==> src/rtl/tpd_pkg.sv <==
// tamper peak detect: shared constants, pin codes and config layout
// assumes a 100 MHz aclk on both ends
package tpd_pkg;
    // ------------------------------------------------------------
    // clock and timing
    // ------------------------------------------------------------
    localparam int unsigned CLK_HZ = 100000000;
    localparam int unsigned WINDOW_DIV = 50;
    localparam int unsigned WINDOW_BIAS = 4;
    localparam int unsigned TICK_CYCLES = CLK_HZ / WINDOW_DIV;
    localparam int unsigned IDLE_SECONDS = 60;
    // a minute of aclk cycles does not fit in 32 bits
    localparam longint unsigned IDLE_CYCLES = 64'(CLK_HZ) * 64'(IDLE_SECONDS);
    // ------------------------------------------------------------
    // config fields
    // ------------------------------------------------------------
    localparam int WIN_W = 4;
    localparam int LVL_W = 4;
    localparam logic [WIN_W-1:0] WIN_MAX = 4'ha;
    localparam logic [WIN_W-1:0] WIN_RESET = 4'h0;
    localparam logic [LVL_W-1:0] LVL_RESET = 4'h0;
    localparam int CUR_W = 16;
    localparam int RATIO_W = 11;
    localparam int CNT_W = 5;
    localparam int NCH = 3;
    // ------------------------------------------------------------
    // power select pin patterns {hi, lo}
    // ------------------------------------------------------------
    localparam logic [1:0] SEL_NORMAL = 2'h0;
    localparam logic [1:0] SEL_MEASURE = 2'h1;
    localparam logic [1:0] SEL_DETECT = 2'h2;
    localparam logic [1:0] SEL_IDLE = 2'h3;
    typedef enum logic [1:0] {
        normal_run_state,
        tamper_measure_state,
        tamper_detect_state,
        idle_state
    } tpd_mode_t;
    // threshold ratio for each select code
    function automatic logic [RATIO_W-1:0] tpd_ratio(input logic [LVL_W-1:0] code);
        logic [RATIO_W-1:0] r;
        r = 11'h090;
        case (code)
            4'h0: r = 11'd144;
            4'h1: r = 11'd271;
            4'h2: r = 11'd377;
            4'h3: r = 11'd498;
            4'h4: r = 11'd578;
            4'h5: r = 11'd660;
            4'h6: r = 11'd764;
            4'h7: r = 11'd845;
            4'h8: r = 11'd970;
            4'h9: r = 11'd1100;
            4'ha: r = 11'd1196;
            4'hb: r = 11'd1312;
            4'hc: r = 11'd1371;
            4'hd: r = 11'd1464;
            4'he: r = 11'd1559;
            default: r = 11'd1629;
        endcase
        return r;
    endfunction
endpackage

==> src/rtl/tpd_if.sv <==
// tamper peak detect: pins between host and metering device
// assumes both ends share aclk; the device samples the pins itself
`timescale 1ns/1ps
interface tpd_if;
    logic power_sel_hi;
    logic power_sel_lo;
    logic no_tamper_flag_n;
    logic tamper_flag_n;
    logic [tpd_pkg::WIN_W-1:0] detect_window_count;
    logic [tpd_pkg::LVL_W-1:0] peak_threshold_select;
    logic cfg_write;
    modport device (
        input power_sel_hi, power_sel_lo, detect_window_count, peak_threshold_select, cfg_write,
        output no_tamper_flag_n, tamper_flag_n
    );
    modport host (
        output power_sel_hi, power_sel_lo, detect_window_count, peak_threshold_select, cfg_write,
        input no_tamper_flag_n, tamper_flag_n
    );
endinterface

==> src/rtl/tpd_host.sv <==
// tamper peak detect: host controller end, with AXI4-Lite registers
// assumes flags come from the device pins and are resynchronised here
`timescale 1ns/1ps
module tpd_host #(
    parameter int unsigned TICK = tpd_pkg::TICK_CYCLES,
    parameter longint unsigned IDLE = tpd_pkg::IDLE_CYCLES
) (
    input wire logic aclk,
    input wire logic aresetn,
    tpd_if.host link,
    input wire logic [3:0] s_axi_awaddr,
    input wire logic s_axi_awvalid,
    output logic s_axi_awready,
    input wire logic [31:0] s_axi_wdata,
    input wire logic [3:0] s_axi_wstrb,
    input wire logic s_axi_wvalid,
    output logic s_axi_wready,
    output logic [1:0] s_axi_bresp,
    output logic s_axi_bvalid,
    input wire logic s_axi_bready,
    input wire logic [3:0] s_axi_araddr,
    input wire logic s_axi_arvalid,
    output logic s_axi_arready,
    output logic [31:0] s_axi_rdata,
    output logic [1:0] s_axi_rresp,
    output logic s_axi_rvalid,
    input wire logic s_axi_rready,
    output logic irq
);
    import tpd_pkg::*;
    // ------------------------------------------------------------
    // register map: ctrl 0x0, status 0x4, irq status 0x8, mask 0xc
    // ------------------------------------------------------------
    localparam logic [3:0] A_CTRL = 4'h0;
    localparam logic [3:0] A_STAT = 4'h4;
    localparam logic [3:0] A_IST = 4'h8;
    localparam logic [3:0] A_MASK = 4'hc;
    typedef enum logic [2:0] {h_normal, h_config, h_detect, h_idle, h_measure} tpd_hst_t;
    typedef struct packed {
        logic [1:0] f1;
        logic [1:0] f2;
        tpd_hst_t fsm;
        logic [32:0] wait_cnt;
        logic [31:0] span;
        logic run;
        logic [WIN_W-1:0] win;
        logic [LVL_W-1:0] lvl;
        logic [2:0] ist;
        logic [2:0] mask;
        logic cfg_wr;
        logic [1:0] sel;
        logic aw_got;
        logic w_got;
        logic [3:0] aw_addr;
        logic [31:0] wd;
        logic bvalid;
        logic rvalid;
        logic [31:0] rdata;
        logic [1:0] rresp;
        logic [1:0] bresp;
        logic irq;
    } tpd_host_state_t;
    tpd_host_state_t st;
    tpd_host_state_t next_st;
    logic [31:0] detect_span;
    // settle window plus one tick margin, counted in aclk cycles
    assign detect_span = ({28'h0, st.win} + 32'(WINDOW_BIAS) + 32'h1) * 32'(TICK);
    always_comb begin
        next_st = st;
        next_st.f1 = {link.tamper_flag_n, link.no_tamper_flag_n};
        next_st.f2 = st.f1;
        next_st.cfg_wr = 1'b0;
        // ------------------------------------------------------------
        // AXI4-Lite slave
        // ------------------------------------------------------------
        if (s_axi_awvalid && !st.aw_got && !st.bvalid) begin
            next_st.aw_got = 1'b1;
            next_st.aw_addr = s_axi_awaddr;
        end
        if (s_axi_wvalid && !st.w_got && !st.bvalid) begin
            next_st.w_got = 1'b1;
            next_st.wd = s_axi_wdata;
        end
        if (st.aw_got && st.w_got) begin
            next_st.aw_got = 1'b0;
            next_st.w_got = 1'b0;
            next_st.bvalid = 1'b1;
            next_st.bresp = 2'h0;
            case (st.aw_addr)
                A_CTRL: begin
                    next_st.run = st.wd[0];
                    // clamp keeps the window count legal
                    next_st.win = (st.wd[7:4] > WIN_MAX) ? WIN_MAX : st.wd[7:4];
                    next_st.lvl = st.wd[11:8];
                end
                A_IST: next_st.ist = st.ist & ~st.wd[2:0];
                A_MASK: next_st.mask = st.wd[2:0];
                A_STAT: next_st.bresp = 2'h0;
                default: next_st.bresp = 2'h2;
            endcase
        end
        if (st.bvalid && s_axi_bready) begin
            next_st.bvalid = 1'b0;
        end
        if (s_axi_arvalid && !st.rvalid) begin
            next_st.rvalid = 1'b1;
            next_st.rresp = 2'h0;
            case (s_axi_araddr)
                A_CTRL: next_st.rdata = {20'h0, st.lvl, st.win, 3'h0, st.run};
                A_STAT: next_st.rdata = {26'h0, st.f2, 1'b0, st.fsm};
                A_IST: next_st.rdata = {29'h0, st.ist};
                A_MASK: next_st.rdata = {29'h0, st.mask};
                default: begin
                    next_st.rdata = 32'h0;
                    next_st.rresp = 2'h2;
                end
            endcase
        end
        if (st.rvalid && s_axi_rready) begin
            next_st.rvalid = 1'b0;
        end
        // ------------------------------------------------------------
        // mode sequencer
        // ------------------------------------------------------------
        next_st.wait_cnt = st.wait_cnt + 33'h1;
        case (st.fsm)
            h_normal: begin
                next_st.sel = SEL_NORMAL;
                if (st.run) begin
                    next_st.fsm = h_config;
                end
            end
            h_config: begin
                next_st.cfg_wr = 1'b1;
                next_st.span = detect_span;
                next_st.wait_cnt = '0;
                next_st.fsm = h_detect;
            end
            h_detect: begin
                next_st.sel = SEL_DETECT;
                if (st.wait_cnt >= {1'b0, st.span}) begin
                    next_st.wait_cnt = '0;
                    if (!st.f2[1]) begin
                        next_st.ist[0] = 1'b1;
                        next_st.fsm = h_measure;
                    end else begin
                        next_st.ist[1] = 1'b1;
                        next_st.fsm = h_idle;
                    end
                end
            end
            h_idle: begin
                next_st.sel = SEL_IDLE;
                if (st.wait_cnt >= 33'(IDLE - 64'h1)) begin
                    next_st.wait_cnt = '0;
                    next_st.fsm = st.run ? h_detect : h_normal;
                end
            end
            h_measure: begin
                next_st.sel = SEL_MEASURE;
                if (!st.run) begin
                    next_st.ist[2] = 1'b1;
                    next_st.fsm = h_normal;
                end
            end
            default: next_st.fsm = h_normal;
        endcase
        next_st.irq = |(next_st.ist & next_st.mask);
    end
    always_ff @(posedge aclk) begin
        if (!aresetn) begin
            st <= '0;
            // flag synchronisers start at the released high level
            st.f1 <= 2'h3;
            st.f2 <= 2'h3;
        end else begin
            st <= next_st;
        end
    end
    assign link.power_sel_hi = st.sel[1];
    assign link.power_sel_lo = st.sel[0];
    assign link.detect_window_count = st.win;
    assign link.peak_threshold_select = st.lvl;
    assign link.cfg_write = st.cfg_wr;
    assign s_axi_awready = !st.aw_got && !st.bvalid;
    assign s_axi_wready = !st.w_got && !st.bvalid;
    assign s_axi_bvalid = st.bvalid;
    assign s_axi_bresp = st.bresp;
    assign s_axi_arready = !st.rvalid;
    assign s_axi_rvalid = st.rvalid;
    assign s_axi_rdata = st.rdata;
    assign s_axi_rresp = st.rresp;
    assign irq = st.irq;
endmodule

==> src/flat_wrapper.sv <==
// flat-port wrapper written by rule: the top's interface ports become plain ports
module tpd_host_flat import tpd_pkg::*;
#(
    parameter int unsigned TICK = tpd_pkg::TICK_CYCLES,
    parameter longint unsigned IDLE = tpd_pkg::IDLE_CYCLES
)
  (aclk, aresetn, s_axi_awaddr, s_axi_awvalid, s_axi_awready, s_axi_wdata, s_axi_wstrb, s_axi_wvalid, s_axi_wready, s_axi_bresp, s_axi_bvalid, s_axi_bready, s_axi_araddr, s_axi_arvalid, s_axi_arready, s_axi_rdata, s_axi_rresp, s_axi_rvalid, s_axi_rready, irq, link_power_sel_hi, link_power_sel_lo, link_detect_window_count, link_peak_threshold_select, link_cfg_write, link_no_tamper_flag_n, link_tamper_flag_n);
  tpd_if link_i ();
  input wire logic aclk;
  input wire logic aresetn;
  input wire logic [3:0] s_axi_awaddr;
  input wire logic s_axi_awvalid;
  output logic s_axi_awready;
  input wire logic [31:0] s_axi_wdata;
  input wire logic [3:0] s_axi_wstrb;
  input wire logic s_axi_wvalid;
  output logic s_axi_wready;
  output logic [1:0] s_axi_bresp;
  output logic s_axi_bvalid;
  input wire logic s_axi_bready;
  input wire logic [3:0] s_axi_araddr;
  input wire logic s_axi_arvalid;
  output logic s_axi_arready;
  output logic [31:0] s_axi_rdata;
  output logic [1:0] s_axi_rresp;
  output logic s_axi_rvalid;
  input wire logic s_axi_rready;
  output logic irq;
  output wire logic [$bits(link_i.power_sel_hi)-1:0] link_power_sel_hi;
  output wire logic [$bits(link_i.power_sel_lo)-1:0] link_power_sel_lo;
  output wire logic [$bits(link_i.detect_window_count)-1:0] link_detect_window_count;
  output wire logic [$bits(link_i.peak_threshold_select)-1:0] link_peak_threshold_select;
  output wire logic [$bits(link_i.cfg_write)-1:0] link_cfg_write;
  input wire logic [$bits(link_i.no_tamper_flag_n)-1:0] link_no_tamper_flag_n;
  input wire logic [$bits(link_i.tamper_flag_n)-1:0] link_tamper_flag_n;
  assign link_power_sel_hi = link_i.power_sel_hi;
  assign link_power_sel_lo = link_i.power_sel_lo;
  assign link_detect_window_count = link_i.detect_window_count;
  assign link_peak_threshold_select = link_i.peak_threshold_select;
  assign link_cfg_write = link_i.cfg_write;
  assign link_i.no_tamper_flag_n = link_no_tamper_flag_n;
  assign link_i.tamper_flag_n = link_tamper_flag_n;
  tpd_host #(.TICK(TICK), .IDLE(IDLE)) u_core (.aclk(aclk), .aresetn(aresetn), .link(link_i), .s_axi_awaddr(s_axi_awaddr), .s_axi_awvalid(s_axi_awvalid), .s_axi_awready(s_axi_awready), .s_axi_wdata(s_axi_wdata), .s_axi_wstrb(s_axi_wstrb), .s_axi_wvalid(s_axi_wvalid), .s_axi_wready(s_axi_wready), .s_axi_bresp(s_axi_bresp), .s_axi_bvalid(s_axi_bvalid), .s_axi_bready(s_axi_bready), .s_axi_araddr(s_axi_araddr), .s_axi_arvalid(s_axi_arvalid), .s_axi_arready(s_axi_arready), .s_axi_rdata(s_axi_rdata), .s_axi_rresp(s_axi_rresp), .s_axi_rvalid(s_axi_rvalid), .s_axi_rready(s_axi_rready), .irq(irq));
endmodule
==> config.mk <==
export PLATFORM = sky130hd
export DESIGN_NAME = tpd_host_flat
export DESIGN_NICKNAME = d
export VERILOG_FILES = /design/src/rtl/tpd_pkg.sv /design/src/rtl/tpd_if.sv /design/src/rtl/tpd_host.sv /design/src/flat_wrapper.sv
export SDC_FILE = /design/constraint.sdc
export NUM_CORES = 1
export LEC_CHECK = 0
export ABC_CLOCK_PERIOD_IN_PS = 5000
export CORE_MARGIN = 5
export CORE_UTILIZATION = 30
export DETAILED_ROUTE_END_ITERATION = 8
export DONT_BUFFER_PORTS = 1
export HOLD_SLACK_MARGIN = 0.06
export PLACE_DENSITY_LB_ADDON = 0.25
export REMOVE_ABC_BUFFERS = 1
export SYNTH_ARGS = -nofsm -noshare
export SYNTH_HDL_FRONTEND = slang
export SYNTH_SLANG_ARGS = --single-unit
==> constraint.sdc <==
create_clock -name aclk -period 5 [get_ports aclk]
set_input_delay 0.75 -clock aclk [delete_from_list [all_inputs] [get_ports aclk]]
set_output_delay 0.75 -clock aclk [all_outputs]
set_load 0.01 [all_outputs]
==> run summary <==
The run finished with clean final reports. TritonCTS built the clock tree. The longest clock path from root to sink contains 2 buffers. The most repeated cell in the gate-level netlist after synthesis is sky130_fd_sc_hd__dfxtp_1. The post-synthesis cell type count is 68, and the global placement routability congestion is 0.7726.

The area taken by multi-input logic gates came out at 4639 um^2. The tools report the number of global-route vias before repair as 5555. For this configuration, the core starts out at a cell density of 30.16%. Number of cells on the worst hold path: 1.

The post-layout instance area is 8449 um^2, and the achievable clock frequency is 0.2044 GHz. CTS built an H-tree with a depth of 4. The clock-pin transition on the worst setup and hold timing paths was 0.06 ns. After synthesis, flip-flops and latches occupy 31.39% of the total area. The clock period minus worst slack came out at 4.892 ns.

The yosys synthesis warning count was 0; the depth of the worst register-to-register path was 17. For the pin with the worst max-slew slack, the measured transition is 1.128 ns. Entering global routing, the biggest net connects 36 pins. The first global-routing pass estimated 27.72 mm of wire. In the synthesized netlist the async set-or-reset flop fraction comes to 0%. Once placement finished, the instance area stood at 7536 um^2. The largest total area in the synthesized netlist belongs to sky130_fd_sc_hd__dfxtp_1. The detail route stage leaves a number of antenna-violating nets equal to 0.

In the final routed layout, each cell accounts on average for 14.36 um. In the routed design, unresolved DRC markers number 0. Using the TritonRoute via totals, the vias-per-cell ratio works out to 4.749.

The die is 165.7 um wide. The cell area that synthesis handed to floorplanning was 7271 um^2. Setup repair after global routing could not meet its margin everywhere. The portion of synthesized cell area occupied by the leading cell type works out to 31.39%.

Measured against its own limit, the worst slew margin works out to 24.12%. Timing analysis after detailed placement gives a worst setup slack of -0.1258 ns. The number of buffers inserted by port buffering is 0. For the maximum vdd ir drop, the log shows 0.2212 mV.

Power per cell area: 326.4 nW/um^2. Counting every instance in the synthesized netlist gives 829. For the iteration count of the initial detailed-routing pass, the log shows 4.

For the all-layer global routing usage, the log shows 12.06%. The tools report the cell row count as 57. Count of pins over their slew limit: 0. Data arrives at the worst endpoint at 5.21 ns.

The clock net in this run drives a total of 114 sinks. The analysis attributes to cell leakage a power of 3.477 nW. STA classifies the critical path endpoint as a register. The count of hold-fix buffers inserted at cts was 0.

The chip height works out to 165.7 um. Number of DRC violations after detailed-routing iteration 0: 207. In this run the worst hold path is classified as reg -> reg.

Setup violations remaining at the end of the flow were counted as 0. The number of antenna violations at the first check in global routing was 0; the highest net fanout along the worst path was 3. The run gives 2560 as the count of filler cells inserted in the layout. The synthesized area divided by synthesized cell count works out to 8.770 um^2. The antenna cell count is 0, and the die outline area is 27450 um^2. The register area is 2292 um^2. The number of buffers created by CTS is 17. For this run, the post-layout net count is 975. Sorting the synthesized cells by how often they occur yields sky130_fd_sc_hd__dfxtp_1, sky130_fd_sc_hd__ha_1, sky130_fd_sc_hd__nor2_1, sky130_fd_sc_hd__nand2_1. In the final layout, the share of cells above drive strength 1 is 17.83%.

The tools report the routed via count as 5561. In the post-synthesis netlist, the biggest area contributors are sky130_fd_sc_hd__dfxtp_1, sky130_fd_sc_hd__ha_1, sky130_fd_sc_hd__buf_4. For the clock insertion delay at the later pin of the skew report, the log shows 0.42 ns.

The worst setup path is launched from a register. On the final layout, the worst clock skew is 0.009306 ns. Compared with the post-synthesis result, the final layout area differs by 16.21%.

Of the available clock period, the critical path in the final layout requires 97.83%. The tools report the data required time of the worst path as 5.32 ns. The smallest setup slack after layout is 0.1085 ns, and the HPWL after detailed placement is 12.35 mm.

The tools report the standard cell core area as 24110 um^2. The root buffer cell chosen for the clock tree is sky130_fd_sc_hd__clkbuf_16. For this run the aggregate overflow at the end of global routing stands at 0. The total length of routed wires was 16.82 mm.

In this run the count of I/O pins placed on the die edge is 106. Yosys mapped a number of flops with a built-in enable equal to 0. Adding up every negative setup slack in the final design gives 0 ns. After synthesis the netlist holds a flip-flop and latch count of 114. For this run, the leading register cell type out of synthesis is sky130_fd_sc_hd__dfxtp_1. The tools report the number of failing hold endpoints at the final stage as 0. The max-capacitance violation count was 0. The worst setup path is of the reg -> reg kind.
==> power breakdown <==
part	internal, mW	switching (mW)
Combinational	0.174	0.333
Clock	0.755	0.460
Sequential	0.976	0.0607
Total	1.90	0.854
==> placed cells by master, fill, tap and decap left out, drive strengths merged, types with 6 or more instances in the layout <==
| cell type | n |
|---|---|
| clkbuf | 19 |
| fa | 9 |
| dfxtp | 114 |
| clkinv | 7 |
| a21oi | 51 |
| nand2 | 73 |
| and4 | 6 |
| xor2 | 21 |
| xnor2 | 35 |
| ha | 79 |
| nand3 | 29 |
| mux2i | 16 |
| nand4 | 9 |
| nand2b | 9 |
| and3 | 8 |
| inv | 52 |
| nor4 | 9 |
| buf | 41 |
| a21o | 13 |
| o21ai | 17 |
| nor2 | 74 |
| a211oi | 9 |
| nor3 | 42 |
| conb | 24 |
| a22oi | 11 |
==> state kept, by name (all words and copies together) (netlist names) <==
| register | cells |
|---|---|
| u_core.s_axi_rvalid | 1 |
| u_core.s_axi_rresp | 1 |
| u_core.irq | 1 |
| u_core.s_axi_bresp | 1 |
| u_core.next_st | 2 |
| u_core.link.peak_threshold_select | 4 |
| u_core.st | 85 |
| u_core.link.power_sel_lo | 1 |
| u_core.link.cfg_write | 1 |
| u_core.s_axi_rdata | 11 |
| u_core.link.power_sel_hi | 1 |
| u_core.s_axi_bvalid | 1 |
| u_core.link.detect_window_count | 4 |
==> path summary, 6_finish.rpt <==
check / start / end / slack, ns
setup reg to reg: u_core.link.detect_window_count[2]$_SDFFE_PN0P_ / u_core.st[122]$_SDFFE_PN0P_ / 0.11
hold reg to reg: u_core.next_st[164]$_SDFF_PN1_ / u_core.st[164]$_SDFF_PN1_ / 0.41
setup / recovery: u_core.link.detect_window_count[2]$_SDFFE_PN0P_ / u_core.st[122]$_SDFFE_PN0P_ / 0.11
hold / removal: u_core.next_st[164]$_SDFF_PN1_ / u_core.st[164]$_SDFF_PN1_ / 0.41
==> critical path: stages, from the launching register on <==
cell	delay, ns
sky130_fd_sc_hd__dfxtp_2	0.34
sky130_fd_sc_hd__inv_2	0.04
sky130_fd_sc_hd__ha_4	0.23
sky130_fd_sc_hd__xor2_2	0.18
sky130_fd_sc_hd__fa_1	0.51
sky130_fd_sc_hd__fa_1	0.51
sky130_fd_sc_hd__fa_2	0.56
sky130_fd_sc_hd__ha_4	0.21
sky130_fd_sc_hd__ha_4	0.16
sky130_fd_sc_hd__ha_4	0.24
sky130_fd_sc_hd__ha_4	0.26
sky130_fd_sc_hd__nand4_1	0.11
sky130_fd_sc_hd__nor4_2	0.30
sky130_fd_sc_hd__and3_1	0.22
sky130_fd_sc_hd__and4_4	0.24
sky130_fd_sc_hd__a2111oi_4	0.04
sky130_fd_sc_hd__or4_4	0.54
sky130_fd_sc_hd__o311ai_2	0.09
==> logic make-up (layout without fill, tap and decap cells) <==
family                     after synthesis  after routing  share of synthesized area [%]
buffers and inverters                  128            123                          9.258
AOI/OAI and AO/OA                      126            126                          11.29
adders and majority gates               90             90                          16.37
other                                    1             24                        0.05158
xor gates and xnor gates                56             56                          6.849
DFF                                    114            114                          31.39
muxes                                   21             21                          3.132
and+or+nand+nor                        293            293                          21.67
==> layout make-up <==
class,count,area share (%)
timing repair buffer,41,3.865
multi-input combinational,610,54.91
tap,324,4.798
clock buffer,19,5.242
sequential,114,27.13
clock inverter,13,1.821
inverter,50,2.236
==> what timing repair did <==
item	in CTS	in global routing
pin swaps	2	23
endpoints found under the setup margin	1	4
setup buffers	0	8
gates resized for setup	3	42
==> per-stage QoR <==
| stage | hold slack, ns | instances | total power [mW] | util (%) |
|---|---|---|---|---|
| global placement | 0.3929 | 1131 | 1.551 | 31.26 |
| detailed placement | 0.3956 | 1131 | 1.551 | 31.26 |
| CTS | 0.3976 | 1163 | 2.788 | 33.82 |
| floorplan | 0.3863 | 774 | 1.396 | - |
| finish | 0.4078 | 1171 | 2.758 | 35.05 |
| global route | 0.3980 | 1171 | 2.911 | 35.05 |
==> per-layer routing <==
layer / share of wire (%) / GRT usage [%]
met1: 47 / 15.61
met2: 48 / 20.22
met3: 4.1 / 3.051
met4: 0.72 / 2.941
met5: 0 / 0
Note: power is estimated with default switching activity, not from simulation.
